--- config.mk ---
export PLATFORM = sky130hd
export DESIGN_NAME = vpr_router
export DESIGN_NICKNAME = d
export VERILOG_FILES = /design/src/vpr_pkg.sv /design/src/vpr_clk_activity.sv /design/src/vpr_fifo.sv /design/src/vpr_router.sv
export VERILOG_INCLUDE_DIRS = /design/src
export SDC_FILE = /design/constraint.sdc
export NUM_CORES = 1
export LEC_CHECK = 0
export ABC_AREA = 1
export BUFFER_PORTS_ARGS = -buffer_cell sky130_fd_sc_hd__buf_4
export CAP_MARGIN = 5
export CORE_ASPECT_RATIO = 1.75
export CORE_UTILIZATION = 53
export CTS_BUF_LIST = sky130_fd_sc_hd__clkbuf_8 sky130_fd_sc_hd__clkbuf_16
export CTS_CLUSTER_SIZE = 28
export DETAILED_ROUTE_END_ITERATION = 6
export PLACE_DENSITY_LB_ADDON = 0.3
export SYNTH_ARGS = -nofsm -noshare
export SYNTH_HDL_FRONTEND = slang
export SYNTH_SLANG_ARGS = --single-unit
--- constraint.sdc ---
create_clock -name core_clk -period 7.17 [get_ports core_clk]
set_input_delay 0.3585 -clock core_clk [delete_from_list [all_inputs] [get_ports core_clk]]
set_output_delay 0.3585 -clock core_clk [all_outputs]
set_load 0.02 [all_outputs]
--- src/vpr_regs.svh ---
// register offsets, field positions, reset values and timing counts of the video port router
// assumes the includer wants plain `define constants only; nothing here creates logic
`ifndef VPR_REGS_SVH
`define VPR_REGS_SVH

// configuration space byte offsets
`define VPR_CTRL_OFF 8'h84
`define VPR_STAT_OFF 8'h88
`define VPR_ROUTE_OFF 8'h8C

// video_routing_control fields
`define VPR_CTRL_EN0 0
`define VPR_CTRL_EN1 1
`define VPR_CTRL_PRIO_LSB 2
`define VPR_CTRL_PRIO_MSB 4
`define VPR_CTRL_AUTO 5
`define VPR_CTRL_SEL 6
`define VPR_CTRL_OUTEN 7
`define VPR_CTRL_RST 8'h00

// pin_function_routing fields (three bits per pin)
`define VPR_ROUTE_RST 32'h0000_0000
`define VPR_MP0_LSB 0
`define VPR_MP1_LSB 4
`define VPR_MP2_LSB 8
`define VPR_MP3_LSB 12
`define VPR_MP4_LSB 16
`define VPR_MP_ZOOM 3'h7

// status word fields
`define VPR_STAT_SEL_LSB 0
`define VPR_STAT_ACT_LSB 3
`define VPR_STAT_OVR 6

// timing
`define VPR_CLK_NS 25
`define VPR_TIMEOUT_NS 2000
`define VPR_TIMEOUT_CYC (`VPR_TIMEOUT_NS / `VPR_CLK_NS)

`endif

--- src/vpr_pkg.sv ---
// types shared by the video port router files
// assumes nothing of its surroundings
package vpr_pkg;
   // one-hot source code; bit index equals activity vector index
   typedef enum logic [2:0] {
      VPR_SRC_S0 = 3'b001,
      VPR_SRC_S1 = 3'b010,
      VPR_SRC_EXT = 3'b100
   } vpr_src_e;
   // one pixel word
   typedef logic [15:0] vpr_pix_t;
endpackage : vpr_pkg

--- src/vpr_clk_activity.sv ---
// pixel clock sensing: synchronises a foreign clock pin, gives rising edges and an activity level
// assumes the pin toggles far slower than core_clk (at least four core cycles per phase)
`timescale 1ns/1ps
`default_nettype none
module vpr_clk_activity #(
   parameter int TIMEOUT_CYC = 80,
   parameter int CW = 8
) (
   input wire logic core_clk, // core clock
   input wire logic sys_rst, // async reset, high
   input wire logic ce, // clock enable
   input wire logic pclk_pin, // raw pixel clock pin
   output logic pclk_edge, // one-cycle rising edge pulse
   output logic pclk_active // clock seen recently
);
   logic s1_r; // first synchroniser stage
   logic s2_r; // second stage
   logic s3_r; // edge history
   logic [CW-1:0] idle_r; // cycles since last edge
   logic active_r; // activity flag

   assign pclk_edge = s2_r && !s3_r;
   assign pclk_active = active_r;

   // two-stage synchroniser plus history
   always_ff @(posedge core_clk or posedge sys_rst) begin
      if (sys_rst) begin
         s1_r <= 1'b0;
         s2_r <= 1'b0;
         s3_r <= 1'b0;
      end else if (ce) begin
         s1_r <= pclk_pin;
         s2_r <= s1_r;
         s3_r <= s2_r;
      end
   end

   // idle timeout: a stopped source drops out after TIMEOUT_CYC cycles
   always_ff @(posedge core_clk or posedge sys_rst) begin
      if (sys_rst) begin
         idle_r <= '0;
         active_r <= 1'b0;
      end else if (ce) begin
         if (pclk_edge) begin
            idle_r <= '0;
            active_r <= 1'b1;
         end else if (idle_r == CW'(TIMEOUT_CYC - 1)) begin
            active_r <= 1'b0;
         end else begin
            idle_r <= idle_r + 1'b1;
         end
      end
   end
endmodule : vpr_clk_activity
`default_nettype wire

--- src/vpr_fifo.sv ---
// small synchronous FIFO with valid/ready on both sides and a flush
// assumes one clock, a clock enable freezing everything, depth a power of two
`timescale 1ns/1ps
`default_nettype none
module vpr_fifo #(
   parameter int WIDTH = 16,
   parameter int DEPTH = 8
) (
   input wire logic core_clk, // core clock
   input wire logic sys_rst, // async reset, high
   input wire logic ce, // clock enable
   input wire logic flush, // drop all content
   input wire logic in_valid, // write request
   output logic in_ready, // room left
   input wire logic [WIDTH-1:0] in_data, // write word
   output logic out_valid, // word available
   input wire logic out_ready, // drain request
   output logic [WIDTH-1:0] out_data // head word
);
   localparam int AW = $clog2(DEPTH);
   logic [WIDTH-1:0] mem [DEPTH]; // storage
   logic [AW-1:0] wptr_r; // write pointer
   logic [AW-1:0] rptr_r; // read pointer
   logic [AW:0] cnt_r; // fill level
   logic do_wr; // accepted write
   logic do_rd; // accepted read

   assign in_ready = (cnt_r != DEPTH[AW:0]);
   assign out_valid = (cnt_r != '0);
   assign out_data = mem[rptr_r];
   assign do_wr = in_valid && in_ready;
   assign do_rd = out_valid && out_ready;

   // storage write; no reset needed for data
   always_ff @(posedge core_clk) begin
      if (ce && do_wr) begin
         mem[wptr_r] <= in_data;
      end
   end

   // pointers and level; flush wins over traffic
   always_ff @(posedge core_clk or posedge sys_rst) begin
      if (sys_rst) begin
         wptr_r <= '0;
         rptr_r <= '0;
         cnt_r <= '0;
      end else if (ce) begin
         if (flush) begin
            wptr_r <= '0;
            rptr_r <= '0;
            cnt_r <= '0;
         end else begin
            if (do_wr) begin
               wptr_r <= wptr_r + 1'b1;
            end
            if (do_rd) begin
               rptr_r <= rptr_r + 1'b1;
            end
            if (do_wr && !do_rd) begin
               cnt_r <= cnt_r + 1'b1;
            end else if (do_rd && !do_wr) begin
               cnt_r <= cnt_r - 1'b1;
            end
         end
      end
   end
endmodule : vpr_fifo
`default_nettype wire

--- src/vpr_router.sv ---
// video port router top: config registers, source sensing, priority routing, buffered output
// assumes config accesses come from a same-clock master; pixel pins are foreign and synchronised
// Function
// - buffered sixteen-bit path from source to output
// - socket choice always one socket, resets socket0
// - output enable turns video output terminals on
// - no data unless a socket enable set
// - selected socket disabled drives output lines low
// - auto mode senses clocks, switches multiplexer
// - manual routing follows control bit six
// - control bit five enables auto detection
// - auto detection off after reset
// - priority field orders the three sources
// - routing code seven makes pin external clock
// - routing code seven puts switch status out
// - switch status shows external source selected
// - status pin needs general-purpose enable too
`timescale 1ns/1ps
`default_nettype none
`include "vpr_regs.svh"
module vpr_router
   import vpr_pkg::*;
#(
   parameter int PIX_W = 16,
   parameter int FIFO_DEPTH = 8,
   parameter int TIMEOUT_CYC = `VPR_TIMEOUT_CYC
) (
   input wire logic core_clk, // 40 MHz core clock
   input wire logic sys_rst, // async reset, high
   input wire logic ce, // clock enable, freezes all state
   input wire logic cfg_wr, // config write strobe
   input wire logic cfg_rd, // config read strobe
   input wire logic [7:0] cfg_addr, // config byte address
   input wire logic [3:0] cfg_be, // byte enables
   input wire logic [31:0] cfg_wdata, // write data
   output logic [31:0] cfg_rdata, // read data, one cycle after strobe
   input wire logic gpio_stat_en, // general-purpose enable of switch status
   input wire logic sock0_pclk, // socket 0 pixel clock pin
   input wire logic [PIX_W-1:0] sock0_data, // socket 0 pixel pins
   input wire logic sock1_pclk, // socket 1 pixel clock pin
   input wire logic [PIX_W-1:0] sock1_data, // socket 1 pixel pins
   input wire logic [PIX_W-1:0] ext_data, // external source pixel pins
   input wire logic multipin_2_in, // multipin 2 input level
   input wire logic multipin_3_in, // multipin 3 input level
   output logic multipin_0_out, // multipin 0 output level
   output logic multipin_0_oe, // multipin 0 drive enable
   output logic multipin_1_out, // multipin 1 output level
   output logic multipin_1_oe, // multipin 1 drive enable
   output logic multipin_4_out, // multipin 4 output level
   output logic multipin_4_oe, // multipin 4 drive enable
   output logic vid_oe, // video output terminal enable
   output logic vid_valid, // output word valid
   input wire logic vid_ready, // display accepts word
   output logic [PIX_W-1:0] vid_data // output pixel word
);
   localparam int CW = $clog2(TIMEOUT_CYC + 1);

   // registers
   logic [7:0] ctrl_r; // video_routing_control
   logic [31:0] route_r; // pin_function_routing
   logic [31:0] rdata_r; // read data register
   logic ovr_r; // sticky overrun flag

   // control fields
   logic cfg_en0; // socket0_video_enable
   logic cfg_en1; // socket1_video_enable
   logic [2:0] cfg_prio; // priority order
   logic cfg_auto; // auto detection on
   logic cfg_choice; // output_socket_choice
   logic cfg_out_en; // video_output_enable

   // pin routing decode
   logic ext_on_mp2; // multipin 2 is clock sense
   logic ext_on_mp3; // multipin 3 is clock sense
   logic ext_sense_on; // an external clock sense pin exists
   logic ext_pclk_raw; // chosen raw external clock
   logic video_switch_status; // external source routed

   // sensing and routing
   logic [2:0] raw_pclk; // raw clocks by source index
   logic [3*PIX_W-1:0] raw_pix; // raw pixels by source index
   logic [2:0] src_edge; // rising edges by source
   logic [2:0] src_act_raw; // activity by source
   logic [2:0] src_act; // activity, ext gated by routing
   logic [3*PIX_W-1:0] src_pix; // synchronised pixels
   vpr_src_e manual_sel; // software choice
   vpr_src_e route_sel_r; // current route
   vpr_src_e route_sel_nxt; // next route
   logic route_ok; // selected source may pass
   logic route_chg; // route about to change
   logic sel_edge; // edge of routed source
   vpr_pix_t sel_pix; // pixel of routed source

   // data path
   logic pend_r; // captured pixel awaiting FIFO
   vpr_pix_t pend_data_r; // captured pixel
   logic fifo_in_ready; // FIFO has room
   logic fifo_out_valid; // FIFO head valid
   vpr_pix_t fifo_out_data; // FIFO head
   logic fifo_pop; // move head to output stage
   logic out_valid_r; // output stage valid
   vpr_pix_t out_data_r; // output stage data

   // config strobes
   logic wr_ctrl; // write to control
   logic wr_route; // write to routing
   logic wr_stat; // write to status

   // priority pick: first active source of the ordered list, else manual choice
   function automatic vpr_src_e vpr_pick(input logic [2:0] prio, input logic [2:0] act,
                                         input vpr_src_e dflt);
      vpr_src_e o1;
      vpr_src_e o2;
      vpr_src_e o3;
      unique case (prio)
         3'h1: begin o1 = VPR_SRC_S0; o2 = VPR_SRC_EXT; o3 = VPR_SRC_S1; end
         3'h2: begin o1 = VPR_SRC_S1; o2 = VPR_SRC_S0; o3 = VPR_SRC_EXT; end
         3'h3: begin o1 = VPR_SRC_S1; o2 = VPR_SRC_EXT; o3 = VPR_SRC_S0; end
         3'h4: begin o1 = VPR_SRC_EXT; o2 = VPR_SRC_S0; o3 = VPR_SRC_S1; end
         3'h5, 3'h6: begin o1 = VPR_SRC_EXT; o2 = VPR_SRC_S1; o3 = VPR_SRC_S0; end
         // reserved code falls back to the plain socket order
         default: begin o1 = VPR_SRC_S0; o2 = VPR_SRC_S1; o3 = VPR_SRC_EXT; end
      endcase
      if ((act & o1) != 3'h0) begin
         return o1;
      end else if ((act & o2) != 3'h0) begin
         return o2;
      end else if ((act & o3) != 3'h0) begin
         return o3;
      end
      return dflt;
   endfunction : vpr_pick

   // field extraction
   assign cfg_en0 = ctrl_r[`VPR_CTRL_EN0];
   assign cfg_en1 = ctrl_r[`VPR_CTRL_EN1];
   assign cfg_prio = ctrl_r[`VPR_CTRL_PRIO_MSB:`VPR_CTRL_PRIO_LSB];
   assign cfg_auto = ctrl_r[`VPR_CTRL_AUTO];
   assign cfg_choice = ctrl_r[`VPR_CTRL_SEL];
   assign cfg_out_en = ctrl_r[`VPR_CTRL_OUTEN];

   // config decode; only the documented lanes matter per register
   assign wr_ctrl = cfg_wr && (cfg_addr == `VPR_CTRL_OFF) && cfg_be[0];
   assign wr_route = cfg_wr && (cfg_addr == `VPR_ROUTE_OFF);
   assign wr_stat = cfg_wr && (cfg_addr == `VPR_STAT_OFF) && cfg_be[0];

   // control register; reset leaves auto off and socket 0 chosen
   always_ff @(posedge core_clk or posedge sys_rst) begin
      if (sys_rst) begin
         ctrl_r <= `VPR_CTRL_RST;
      end else if (ce && wr_ctrl) begin
         ctrl_r <= cfg_wdata[7:0];
      end
   end

   // routing register, byte lanes written independently
   always_ff @(posedge core_clk or posedge sys_rst) begin
      if (sys_rst) begin
         route_r <= `VPR_ROUTE_RST;
      end else if (ce && wr_route) begin
         for (int b = 0; b < 4; b++) begin
            if (cfg_be[b]) begin
               route_r[b*8 +: 8] <= cfg_wdata[b*8 +: 8];
            end
         end
      end
   end

   // read mux registered; unmapped addresses read zero
   always_ff @(posedge core_clk or posedge sys_rst) begin
      if (sys_rst) begin
         rdata_r <= 32'h0000_0000;
      end else if (ce && cfg_rd) begin
         unique case (cfg_addr)
            `VPR_CTRL_OFF: rdata_r <= {24'h00_0000, ctrl_r};
            `VPR_ROUTE_OFF: rdata_r <= route_r;
            `VPR_STAT_OFF: rdata_r <= {25'h000_0000, ovr_r, src_act, route_sel_r};
            default: rdata_r <= 32'h0000_0000;
         endcase
      end
   end
   assign cfg_rdata = rdata_r;

   // multipin decode for the external clock sense input
   assign ext_on_mp2 = (route_r[`VPR_MP2_LSB +: 3] == `VPR_MP_ZOOM);
   assign ext_on_mp3 = (route_r[`VPR_MP3_LSB +: 3] == `VPR_MP_ZOOM);
   assign ext_sense_on = ext_on_mp2 || ext_on_mp3;
   // mux before the synchroniser; a glitch on reprogramming only costs one false edge
   assign ext_pclk_raw = ext_on_mp3 ? multipin_3_in : (ext_on_mp2 && multipin_2_in);

   assign raw_pclk = {ext_pclk_raw, sock1_pclk, sock0_pclk};
   assign raw_pix = {ext_data, sock1_data, sock0_data};

   // per-source synchronisers and clock sensing
   generate
      for (genvar i = 0; i < 3; i++) begin : g_src
         logic [PIX_W-1:0] d1_r; // first data stage
         logic [PIX_W-1:0] d2_r; // second data stage
         // data passes two flops, aligned with the clock edge detector
         always_ff @(posedge core_clk or posedge sys_rst) begin
            if (sys_rst) begin
               d1_r <= '0;
               d2_r <= '0;
            end else if (ce) begin
               d1_r <= raw_pix[i*PIX_W +: PIX_W];
               d2_r <= d1_r;
            end
         end
         vpr_clk_activity #(
            .TIMEOUT_CYC(TIMEOUT_CYC),
            .CW(CW)
         ) u_act (
            .core_clk(core_clk),
            .sys_rst(sys_rst),
            .ce(ce),
            .pclk_pin(raw_pclk[i]),
            .pclk_edge(src_edge[i]),
            .pclk_active(src_act_raw[i])
         );
         assign src_pix[i*PIX_W +: PIX_W] = d2_r;
      end
   endgenerate

   // external source only counts when a sense pin is routed
   assign src_act = {src_act_raw[2] && ext_sense_on, src_act_raw[1:0]};

   // route choice: manual bits, or priority pick in auto mode
   assign manual_sel = cfg_choice ? VPR_SRC_S1 : VPR_SRC_S0;
   assign route_sel_nxt = cfg_auto ? vpr_pick(cfg_prio, src_act, manual_sel) : manual_sel;
   assign route_chg = (route_sel_nxt != route_sel_r);

   // current route register, always one-hot
   always_ff @(posedge core_clk or posedge sys_rst) begin
      if (sys_rst) begin
         route_sel_r <= VPR_SRC_S0;
      end else if (ce) begin
         route_sel_r <= route_sel_nxt;
      end
   end

   // gate: socket needs its own enable, external needs any enable and its sense pin
   always_comb begin
      route_ok = 1'b0;
      unique case (route_sel_r)
         VPR_SRC_S0: route_ok = cfg_en0;
         VPR_SRC_S1: route_ok = cfg_en1;
         VPR_SRC_EXT: route_ok = (cfg_en0 || cfg_en1) && ext_sense_on;
         default: route_ok = 1'b0;
      endcase
   end

   assign sel_edge = |(src_edge & route_sel_r);
   assign sel_pix = route_sel_r[2] ? src_pix[2*PIX_W +: PIX_W] :
                    route_sel_r[1] ? src_pix[PIX_W +: PIX_W] : src_pix[PIX_W-1:0];

   // capture stage: one pixel per routed clock edge
   always_ff @(posedge core_clk or posedge sys_rst) begin
      if (sys_rst) begin
         pend_r <= 1'b0;
         pend_data_r <= '0;
      end else if (ce) begin
         if (route_chg || !route_ok) begin
            pend_r <= 1'b0;
         end else if (sel_edge) begin
            pend_r <= 1'b1;
            pend_data_r <= sel_pix;
         end else if (fifo_in_ready) begin
            pend_r <= 1'b0;
         end
      end
   end

   // overrun: a pixel arrived while the previous one was still blocked; set beats clear
   always_ff @(posedge core_clk or posedge sys_rst) begin
      if (sys_rst) begin
         ovr_r <= 1'b0;
      end else if (ce) begin
         if (sel_edge && pend_r && !fifo_in_ready && route_ok) begin
            ovr_r <= 1'b1;
         end else if (wr_stat && cfg_wdata[`VPR_STAT_OVR]) begin
            ovr_r <= 1'b0;
         end
      end
   end

   // buffer between pixel capture and display; flushed on every route change
   vpr_fifo #(
      .WIDTH(PIX_W),
      .DEPTH(FIFO_DEPTH)
   ) u_fifo (
      .core_clk(core_clk),
      .sys_rst(sys_rst),
      .ce(ce),
      .flush(route_chg || !route_ok),
      .in_valid(pend_r),
      .in_ready(fifo_in_ready),
      .in_data(pend_data_r),
      .out_valid(fifo_out_valid),
      .out_ready(fifo_pop),
      .out_data(fifo_out_data)
   );

   // drain only while terminals enabled and the output stage can take a word
   assign fifo_pop = fifo_out_valid && cfg_out_en && route_ok && (!out_valid_r || vid_ready);

   // output stage; a disabled route forces every line low
   always_ff @(posedge core_clk or posedge sys_rst) begin
      if (sys_rst) begin
         out_valid_r <= 1'b0;
         out_data_r <= '0;
      end else if (ce) begin
         if (!route_ok || route_chg || !cfg_out_en) begin
            out_valid_r <= 1'b0;
            out_data_r <= '0;
         end else if (fifo_pop) begin
            out_valid_r <= 1'b1;
            out_data_r <= fifo_out_data;
         end else if (vid_ready) begin
            out_valid_r <= 1'b0;
         end
      end
   end

   assign vid_oe = cfg_out_en;
   assign vid_valid = out_valid_r && route_ok && cfg_out_en; // no stale word after disable
   assign vid_data = out_data_r;

   // switch status drives external buffers of the motherboard source
   assign video_switch_status = (route_sel_r == VPR_SRC_EXT);
   assign multipin_0_out = video_switch_status;
   assign multipin_1_out = video_switch_status;
   assign multipin_4_out = video_switch_status;
   assign multipin_0_oe = gpio_stat_en && (route_r[`VPR_MP0_LSB +: 3] == `VPR_MP_ZOOM);
   assign multipin_1_oe = gpio_stat_en && (route_r[`VPR_MP1_LSB +: 3] == `VPR_MP_ZOOM);
   assign multipin_4_oe = gpio_stat_en && (route_r[`VPR_MP4_LSB +: 3] == `VPR_MP_ZOOM);
endmodule : vpr_router
`default_nettype wire

Word level (Yosys, flattened, before mapping). Memories as Yosys holds them, arrays and structs flattened. Cells that the tools add are included.

$add $sub $neg: 7. Equal/unequal tests: 25. Muxes and demuxes: 48. Bitwise logic cells: 5. Reduce and logical (&&, ||, !) cells: 84.

Operator list (number): one-hot mux 32 bit (3 select lines) (1); 2-to-1 mux 16 bit (4); 2-to-1 mux 7 bit (6); AND reduction 2 bit (17); logical AND 1 bit (31); == test 3 bit (second input constant) (9); 2-to-1 mux 3 bit (9); == test 8 bit (second input constant) (3); adder 7 x 1 -> 7 bit (second input constant) (3); == test 7 bit (second input constant) (3); 2-to-1 mux 1 bit (20); one-hot mux 3 bit (2 select lines) (3); nonzero test 3 bit (6); nonzero test 2 bit (7); AND 3 bit (4); 2-to-1 mux 4 bit (3); == test 3 x 2 -> 1 bit (second input constant) (3); zero test 1 bit (9); OR reduction 3 bit (3); OR reduction 2 bit (4); adder 3 x 1 -> 3 bit (second input constant) (2); == test 3 x 1 -> 1 bit (second input constant) (2); inequality test 2 x 1 -> 1 bit (second input constant) (3); logical OR 1 bit (5); other kinds (9) (9).

Register bits after elaboration: 249. Bits in writable memories: 128. Bits of input ports: 103. Output and inout bits: 56. Logic and storage cells: 206. Memories: 1.

Memories: u_fifo.mem (depth 8, bits a word 16, rd ports 1, clocked after Yosys merged registers in 0, write ports 1, RTL line vpr_fifo.sv:21) `logic [WIDTH-1:0] mem [DEPTH];`.

Depth between registers and ports, before layout. Gate-level depths: netlist of run 1.

Depth after elaboration: 15. Gate-level depth with buffers: 19. Depth with buffers taken out: 17.

Cells and area by module. From an unflattened synthesis of run 1, not the netlist that was laid out.

Cell total of the unflattened synthesis: 1746. Area, all modules: 16479.6 µm².

By module, submodules not included: vpr_router (times used 1, cells an instance 997, area an instance 8792.2 µm², sequential area each 5156.2 µm²); vpr_fifo (times used 1, cells an instance 479, area an instance 5698.0 µm², sequential area each 4093.9 µm²); vpr_clk_activity (times used 3, cells an instance 90, area an instance 663.1 µm², sequential area each 275.3 µm²).

Least setup slack after synthesis of run 1. Ideal clock, no wire load.

Path kind: reg-to-reg. Start point: reg route_sel_r[2]. End point: reg u_fifo.cnt_r[3]. Setup time: 0.121 ns. Arrival time: 2.649 ns. Data required time: 7.049 ns. Path slack: 4.400 ns. Cell stages (with the launch flop): 16. Buffers on the path: 1. Clock period less this slack: 2.770 ns. Cell sequence: dfrtp_1 > buf_2 > inv_1 > nor3_1 > o211ai_1 > and2_1 > inv_1 > nand2_1 > ha_1 > inv_1 > ha_1 > a21oi_1 > nand2_1 > xor2_1 > nand2_1 > o21ai_1.

Word-level cells in the longest chain between the ends: 9. Elaborated cells between the ends (all ways): 17.

Ends and longest elaborated chain: start, declared (RTL line vpr_router.sv:87) `vpr_src_e route_sel_r;`; start signal, assigned (RTL line vpr_router.sv:237) `route_sel_r <= route_sel_nxt;`; == test 3 bit (*); net multipin_0_out (RTL line vpr_router.sv:45) `output logic multipin_0_out,`; one-hot mux 1 bit (3 select lines) (*) (RTL line vpr_router.sv:244) `unique case (route_sel_r)`; logical AND 1 bit (2 in series) (RTL line vpr_router.sv:304) `assign fifo_pop = fifo_out_valid && cfg_out_en && route_ok && (!out_valid_r || vid_ready);`; logical AND 1 bit (RTL line vpr_fifo.sv:32) `assign do_rd = out_valid && out_ready;`; zero test 1 bit (RTL line vpr_fifo.sv:59) `if (do_wr && !do_rd) begin`; logical AND 1 bit (RTL line vpr_fifo.sv:59); nonzero test 3 bit (no source line) or 2-to-1 mux 4 bit (tied branches); AND reduction 2 bit (no source line) or 2-to-1 mux 4 bit (tied branches); end signal, assigned (RTL line vpr_fifo.sv:60) `cnt_r <= cnt_r + 1'b1;`; end signal, assigned (RTL line vpr_fifo.sv:62) `cnt_r <= cnt_r - 1'b1;`; end, declared (RTL line vpr_fifo.sv:24) `logic [AW:0] cnt_r;`.

Mark *: on every way through the listed nets, which the timed path passes. The rest lies on a longest branch. A chain may end at the register's enable or synchronous reset.

Worst setup path after layout of run 1.
Start point: reg route_sel_r[2]. End point: reg u_fifo.cnt_r[3].

Word-level cells in the longest chain between the ends: 9. Elaborated cells between the ends (all ways): 17.

Ends and longest elaborated chain (RTL line): == test 3 bit, or another cell as far along (vpr_router.sv:244); one-hot mux 1 bit (3 select lines) (vpr_router.sv:244); logical AND 1 bit (2 in series) (vpr_router.sv:304); logical AND 1 bit (vpr_fifo.sv:32); zero test 1 bit (vpr_fifo.sv:59); logical AND 1 bit (vpr_fifo.sv:59); nonzero test 3 bit (no source line) or 2-to-1 mux 4 bit (tied branches); AND reduction 2 bit (no source line) or 2-to-1 mux 4 bit (tied branches).

Several ways; a longest one is shown, not always the timed one.

==> results of run 1 <==
[state kept, by name (all words and copies together) (netlist names), 3 cells and up]
register                 flops
u_fifo.mem                 128
g_src.u_act.s1_r             3
g_src.u_act.idle_r          21
u_fifo.rptr_r                3
g_src.u_act.s3_r             3
vid_data                    16
pend_data_r                 16
g_src.u_act.s2_r             3
route_r                     32
ctrl_r                       8
g_src.d1_r                  48
cfg_rdata                   32
u_fifo.wptr_r                3
g_src.u_act.pclk_active      3
u_fifo.cnt_r                 4
route_sel_r                  3
g_src.d2_r                  48
[final timing paths]
check,start,end,slack (ns),cells after the start
min in group asynchronous,sys_rst,g_src[2].d2_r[8]$_DFFE_PP0P_,0.12,2
max in group asynchronous,sys_rst,vid_data[13]$_DFFE_PP0P_,5.78,3
setup / recovery,route_sel_r[2]$_DFFE_PP0P_,u_fifo.cnt_r[3]$_DFFE_PP0P_,3.85,14
setup reg to reg,route_sel_r[2]$_DFFE_PP0P_,u_fifo.cnt_r[3]$_DFFE_PP0P_,3.85,14
hold reg to reg,vid_data[4]$_DFFE_PP0P_,vid_data[4]$_DFFE_PP0P_,0.47,2
hold / removal,sock1_pclk,g_src[1].u_act.s1_r$_DFFE_PP0P_,0.03,3
[metal layers]
layer  vias up  share of wire, %  GRT usage, %
met4         0               4.1          11.7
met5         -                 0             0
met2       331                53          45.4
li1       5712                 -             -
met1      5743                38          27.7
met3        95               5.0          4.15
[worst reg2reg max path: cells and delay by family (launching register included)]
family                   cells  cell delay, ns
flip-flops                   1            0.95
AND/OR/NAND/NOR              5            0.86
adder cells (fa/ha/maj)      2            0.53
buffers and inverters        3            0.39
AO/OA/AOI/OAI                3            0.35
XOR/XNOR                     1            0.15
[layout by cell type, fill, tap and decap left out, types with 8 or more instances in the layout]
master / n
nand2_1: 384
o21ai_0: 250
dfrtp_1: 248
inv_1: 172
nor2_1: 167
buf_4: 166
edfxtp_1: 128
clkbuf_16: 39
nand3_1: 27
mux2i_1: 25
o22ai_1: 24
a21oi_1: 23
nand4_1: 19
a31oi_1: 16
nor3_1: 15
nand2_2: 12
o21ai_1: 11
nor2_2: 9
nor4_1: 9
inv_2: 8
ha_1: 8
[power groups by stage]
stage               registers [W]  clock network, W  logic (W)
CTS                       0.00266           0.00182   0.000666
global route              0.00269           0.00191   0.000753
floorplan                 0.00263                 0   0.000493
finish                    0.00266           0.00180   0.000659
detailed placement        0.00270                 0   0.000661
global placement          0.00269                 0   0.000637
[final cells by class]
type                    instances  area share (%)
flip-flops and latches        377            54.4
multi-input cells            1035            26.6
repair buffers                167            6.84
clock buffers                  44            5.64
inverters                     172            3.51
well taps                     382            2.58
clock inverters                17           0.385
[metrics by stage]
step	util, %	instances	power [W]	hold WS [ns]	cell area [sq um]
floorplan	-	1662	0.00312	0.441	16000
global placement	59.0	2133	0.00332	0.454	17400
detailed placement	59.0	2133	0.00336	0.459	17400
CTS	62.8	2194	0.00515	0.0158	18500
global route	62.8	2194	0.00535	0.0368	18500
finish	62.8	2194	0.00512	0.0338	18500
[kinds of logic (layout without fill, tap and decap cells)]
| group | after synthesis | count (layout) | share of synthesized area, % |
|---|---|---|---|
| AOI/OAI and AO/OA | 337 | 337 | 11.1 |
| xor gates and xnor gates | 6 | 6 | 0.329 |
| adders and majority gates | 9 | 9 | 0.752 |
| buffers and inverters | 250 | 400 | 6.21 |
| DFF | 377 | 377 | 63.1 |
| muxes | 25 | 25 | 1.57 |
| and+or+nand+nor | 658 | 658 | 17.0 |
==> impl_metrics.toml, run 1 <==
[detailed_routing]
via_count = 11881
total_detailed_routing_wirelength_um = 36500
drt_pre_antenna_iters = 5
detail_route.iter0.violations = 774
post-route-drc-count = 0
wl_per_cell_um = 16.6
routed_via_density = 5.42
ant_nets = 0

[global_route]
vias_in_the_first_global_route = 12275
track_usage_pct = 24.8
grt_pass1_wl_um = 60400
grt_remaining_overflow = 0
grt_start_max_net_pins = 141
antenna_found_initial = 0

[synth]
post_synth_main_area_contributors = "dfrtp_1 (39%), edfxtp_1 (24%), nand2_1 (9.0%), o21ai_0 (7.8%), nor2_1 (4.1%)"
synth_seq_cells = 377
synth_edf_count = 128
synthArstFlopShare_pct = 66.0
synthCells = 1662
yosysWarningCount = 0
synthesis.area_sq_um = 16000
post_synth_num_cell_types = 44
postSynthAreaPerCell_sq_um = 9.61
yosys.area.top_type_share_pct = 38.8
dominantRegCellSynth = "dfrtp_1"
synth_fp_nets = 1774
most_frequent_cells_after_synthesis = "nand2_1 (384), o21ai_0 (250), dfrtp_1 (248), nor2_1 (175), inv_1 (163)"
yosysSeqAreaShare_pct = 63.1
synthDominantAreaCellType = "dfrtp_1"
synth_most_common_cell = "nand2_1"

[clock_tree]
cts.clk_slew.worst_paths_ns = 0.06
cts-hold-fix-buffers = 0
cts_tree = "done"
clk_path_buf_depth = 3
ctsRootBufferMaster = "clkbuf_16"
cts_made_buffers = 34
clk_latency_ns = 0.52
cts_htree_levels = 2
cts_num_sinks = 377
postCtsSetupRepairBufs = 0
total_of_cells_resized_after_clock_tree_synthesis = 0

[worst_setup_path]
timing.critical_path.slowest_cell_delay_ns = 0.95
worstPathMaxFanout = 36
critPathTopFamily = "flip-flops"
criticalPathCategory = "reg -> reg"
crit_path_start_kind = "flip-flop"
worst-endpoint-required_ns = 7.58
crit_path_cell_trace = "inv_1 -> nor3_1 -> o211ai_1 -> and2_1 -> inv_1 -> nand2_1 -> ha_1 -> inv_1 -> ha_1 -> a21oi_1 -> nand2_1 -> xor2_1 -> nand2_1 -> o21ai_1"
critPathBufInv = 3
timing.critical_path.slowest_stage_cell = "dfrtp_1"
crit_arrival_ns = 3.73
worstSetupEndpointType = "flip-flop"

[power_and_ir_drop]
leakage_nw = 8.73
pwr-share-comb_pct = 12.9
power.ir.vdd_worst_uv = 203
power_switching_share_pct = 27.3
powerDensity_nw_per_um2 = 277
sw_pwr_w = 0.00140
p_seq_share_pct = 52.0
p_clk_share_pct = 35.1
internal_power_w = 0.00372

[floorplan]
row_count = 83
die_area_sq_um = 30900
die_x_um = 133
initial_core_utilization_pct = 54.2
core_area_sq_um = 29500
io-pin-count = 159
die_height_um = 232

[min_path]
worst_hold_path_type = "in -> reg"

[finish]
synthToLayoutAreaGrowth_pct = 15.9
combined_area_of_the_multi_input_logic_cells_sq_um = 4930
drive_gt1_share_pct = 14.3
antenna_cells_inserted = 0
sequential_cell_area_sq_um = 10100
layout.filler_cells = 2462
final_nets = 1899

[placed_design]
gpl.final_weighted_congestion = 0.822
portbufs = 158
worst_slack_after_detailed_placement_ns = 3.86
dp_hpwl_um = 24200

[sta]
rsz0062_at_grt = "false"
skew_ns = 0.0139
worst_pin_slew_ns = 1.19
slew-limit-headroom_pct = 20.8
min_period_ns = 3.32
finalSetupTns_ns = 0
slew_violations = 0
timing.final.crit_share_pct = 46.3
setup_violations = 0
worst_slack_ns = 3.85
fmax_ghz = 0.301
timing_hold_violations_final = 0

[outcome]
run_status = "finished, final reports clean"

[flow_run]
max_cap_viol_count = 0
(Power assumes the default switching activity.)
==> inputs of run 2 (changes only) <==
--- a/config.mk
+++ b/config.mk
@@ -6,7 +6,7 @@
 export SDC_FILE = /design/constraint.sdc
 export NUM_CORES = 1
 export LEC_CHECK = 0
-export ABC_AREA = 1
+export ABC_AREA = 0
 export BUFFER_PORTS_ARGS = -buffer_cell sky130_fd_sc_hd__buf_4
 export CAP_MARGIN = 5
 export CORE_ASPECT_RATIO = 1.75
==> constraint.sdc (replaced) <==
create_clock -name core_clk -period 2.85 [get_ports core_clk]
set_input_delay 0.1425 -clock core_clk [delete_from_list [all_inputs] [get_ports core_clk]]
set_output_delay 0.1425 -clock core_clk [all_outputs]
set_load 0.02 [all_outputs]
==> run 2 against run 1 <==
  * Cell count is 23% lower
  * Synthesized cell count is 38% lower
  * First-iteration DRC count is 47% lower
  * Largest cell class unchanged
==> impl_metrics.toml, run 2 <==
[synth]
dominantRegCellSynth = "dfrtp_1"
yosysSeqAreaShare_pct = 64.3
complex_gate_fraction_of_the_synthesized_area_pct = 7.46
synth-adder-area-share_pct = 0.767
synthSimpleGateAreaFrac_pct = 5.41
post_synth_num_cell_types = 75
yosysWarningCount = 0
synth_edf_count = 128
postSynthAreaPerCell_sq_um = 15.3
synthXorXnorAreaFrac_pct = 0.943
synthArstFlopShare_pct = 66.0
yosys.area.top_type_share_pct = 39.6
synth_fp_nets = 1136
synthesis.area_sq_um = 15700
synthCells = 1024
main_combinational_cell_family_by_area_after_synthesis = "multiplexers"
most_frequent_cells_after_synthesis = "dfrtp_1 (248), mux2_2 (165), edfxtp_1 (128), nand2_1 (60), o21ai_0 (38)"
synth_seq_cells = 377
synth_most_common_cell = "dfrtp_1"
yosys-mux-area-fraction_pct = 18.9
synthDominantAreaCellType = "dfrtp_1"
post_synth_main_area_contributors = "dfrtp_1 (40%), edfxtp_1 (25%), mux2_2 (12%), mux4_2 (4.6%), mux2i_1 (2.3%)"

[sta]
slew-limit-headroom_pct = 31.4
rsz0062_at_grt = "false"
fin_worst_hold_slack_ns = 0.0444
fmax_ghz = 0.373
min_period_ns = 2.68
worst_pin_slew_ns = 1.03
slew_violations = 0
skew_ns = 0.0276
timing.final.crit_share_pct = 94.1
setup_violations = 0
timing_hold_violations_final = 0

[finish]
largestRegisters = "u_fifo.mem (128), g_src.d1_r (48), g_src.d2_r (48)"
final-instance-count-excl-fill = 1694
layout.filler_cells = 1922
final_nets = 1402
synthToLayoutAreaGrowth_pct = 25.0
highest_count_cells_in_the_layout_ignoring_fill_and_taps = "dfrtp_1 (247), buf_4 (191), mux2_2 (165), edfxtp_1 (128), dlygate4sd3_1 (89)"
drive_gt1_share_pct = 36.8
antenna_cells_inserted = 0
largest_register = "u_fifo.mem"
layout_commonest_cell = "dfrtp_1"
largest_register_ffs = 128

[power_and_ir_drop]
leakage_nw = 7.97
totalPowerFinal_w = 0.0120
powerDensity_nw_per_um2 = 612
power.ir.vdd_worst_uv = 527

[worst_setup_path]
worst-endpoint-required_ns = 3.27
crit_arrival_ns = 3.10
timing.critical_path.slowest_cell_delay_ns = 0.39
crit_path_start_kind = "flip-flop"
setup.reg_to_reg.worst_slack_ns = 0.17
timing.rr.start = "route_r[14]$_DFFE_PP0P_"
critPathBufInv = 2
critPathTopFamily = "compound AO/OA/AOI/OAI gates"
critical_path_cell_count = 13
criticalPathCategory = "reg -> reg"
crit_path_cell_trace = "and3_2 -> o221ai_2 -> a211oi_2 -> inv_1 -> ha_1 -> inv_1 -> ha_1 -> a21o_1 -> a21oi_1 -> xnor2_1 -> nor2_1 -> mux2i_1 -> o2bb2ai_1"
timing.rr.end = "u_fifo.cnt_r[3]$_DFFE_PP0P_"
timing.critical_path.slowest_stage_cell = "dfrtp_1"
worstPathMaxFanout = 4
worstSetupEndpointType = "flip-flop"
crit_start = "route_r[14]$_DFFE_PP0P_"
reg2regPathDepth = 13
capturing_element_of_the_worst_setup_path = "u_fifo.cnt_r[3]$_DFFE_PP0P_"

[detailed_routing]
post-route-drc-count = 0
total_detailed_routing_wirelength_um = 33800
detail_route.iter0.violations = 412
drt_pre_antenna_iters = 5
via_count = 9511
ant_nets = 0
wl_per_cell_um = 20.0
routed_via_density = 5.61

[floorplan]
die_x_um = 132
die_height_um = 229
io-pin-count = 159
die_area_sq_um = 30300
core_area_sq_um = 28800
initial_core_utilization_pct = 54.3
row_count = 82

[global_route]
grt_pass1_wl_um = 54400
track_usage_pct = 23.2
antenna_found_initial = 0
grt_start_max_net_pins = 109
vias_in_the_first_global_route = 10240
grt_remaining_overflow = 0

[clock_tree]
cts_made_buffers = 35
cts.clk_slew.worst_paths_ns = 0.07
clk_latency_ns = 0.54
cts_htree_levels = 2
ctsRootBufferMaster = "clkbuf_16"
clk_path_buf_depth = 3
cts_num_sinks = 377
cts_tree = "done"

[min_path]
worst_hold_path_type = "in -> reg"

[placed_design]
gpl.final_weighted_congestion = 0.775
dp_hpwl_um = 21700
portbufs = 158
placed_cells_incl_taps = 1539

[flow_run]
max_cap_viol_count = 0

[outcome]
run_status = "finished, final reports clean"
run 2: where the power goes:
part           internal (W)  switching, W
Sequential          0.00588      0.000204
Clock               0.00295       0.00205
Combinational      0.000502      0.000401
run 2: layout make-up:
type                    instances  area, sq um  share of cell area (%)
repair buffers                286         2440                    12.5
multi-input cells             576         5270                    26.9
clock buffers                  40          945                    4.83
clock inverters                23          304                    1.55
flip-flops and latches        377        10100                    51.5
well taps                     378          473                    2.42
inverters                      14         56.3                   0.288
run 2: layer usage:
metal | up-vias | GRT usage [%] | routed length [um]
met2 | 252 | 43.0 | 18300
met3 | 59 | 3.50 | 1470
met1 | 4821 | 26.9 | 13100
met4 | 0 | 8.25 | 901
li1 | 4379 | - | -
met5 | - | 0 | 0
run 2: tightest hold or removal path: stages:
cell	delay, ns
buf_4	0.10
or3_1	0.10
o31a_1	0.11
o21ai_0	0.07
run 2: metrics by stage:
step | util [%] | setup slack, ns | area, sq um | setup TNS (ns)
CTS | 67.8 | 0.0316 | 19500 | 0
global placement | 60.3 | 0.0924 | 17400 | 0
floorplan | - | -0.565 | 15700 | -140.22
global route | 67.9 | 0.0345 | 19600 | 0
detailed placement | 60.3 | 0.0643 | 17400 | 0
finish | 67.9 | 0.168 | 19600 | 0
run 2: logic make-up after synthesis:
family | after synthesis
AO/OA/AOI/OAI | 149
XOR/XNOR | 16
flip-flops | 377
buffers and inverters | 71
AND/OR/NAND/NOR | 168
multiplexers | 234
adder cells (fa/ha/maj) | 9
run 2: worst min-delay path by stage:
stage / start / end / slack, ns / depth (start not counted)
3_5_place_dp: sock0_data[15] / g_src[0].d1_r[15]$_DFFE_PP0P_ / 0.38 / 2
3_3_place_gp: cfg_wdata[16] / route_r[16]$_DFFE_PP0P_ / 0.37 / 2
6_report: vid_ready / out_valid_r$_DFFE_PP0P_ / 0.04 / 4
2_1_floorplan: cfg_wdata[0] / route_r[0]$_DFFE_PP0P_ / 0.29 / 1
5_1_grt: vid_ready / out_valid_r$_DFFE_PP0P_ / 0.07 / 4
4_1_cts: vid_ready / out_valid_r$_DFFE_PP0P_ / 0.02 / 4
run 2: what timing repair did:
item                                    in CTS  in global routing
endpoints found under the hold margin      130                  0
buffers inserted                             0                  3
endpoints found under the setup margin       0                  1
hold buffers                                89                  0
gates resized for setup                      0                  5
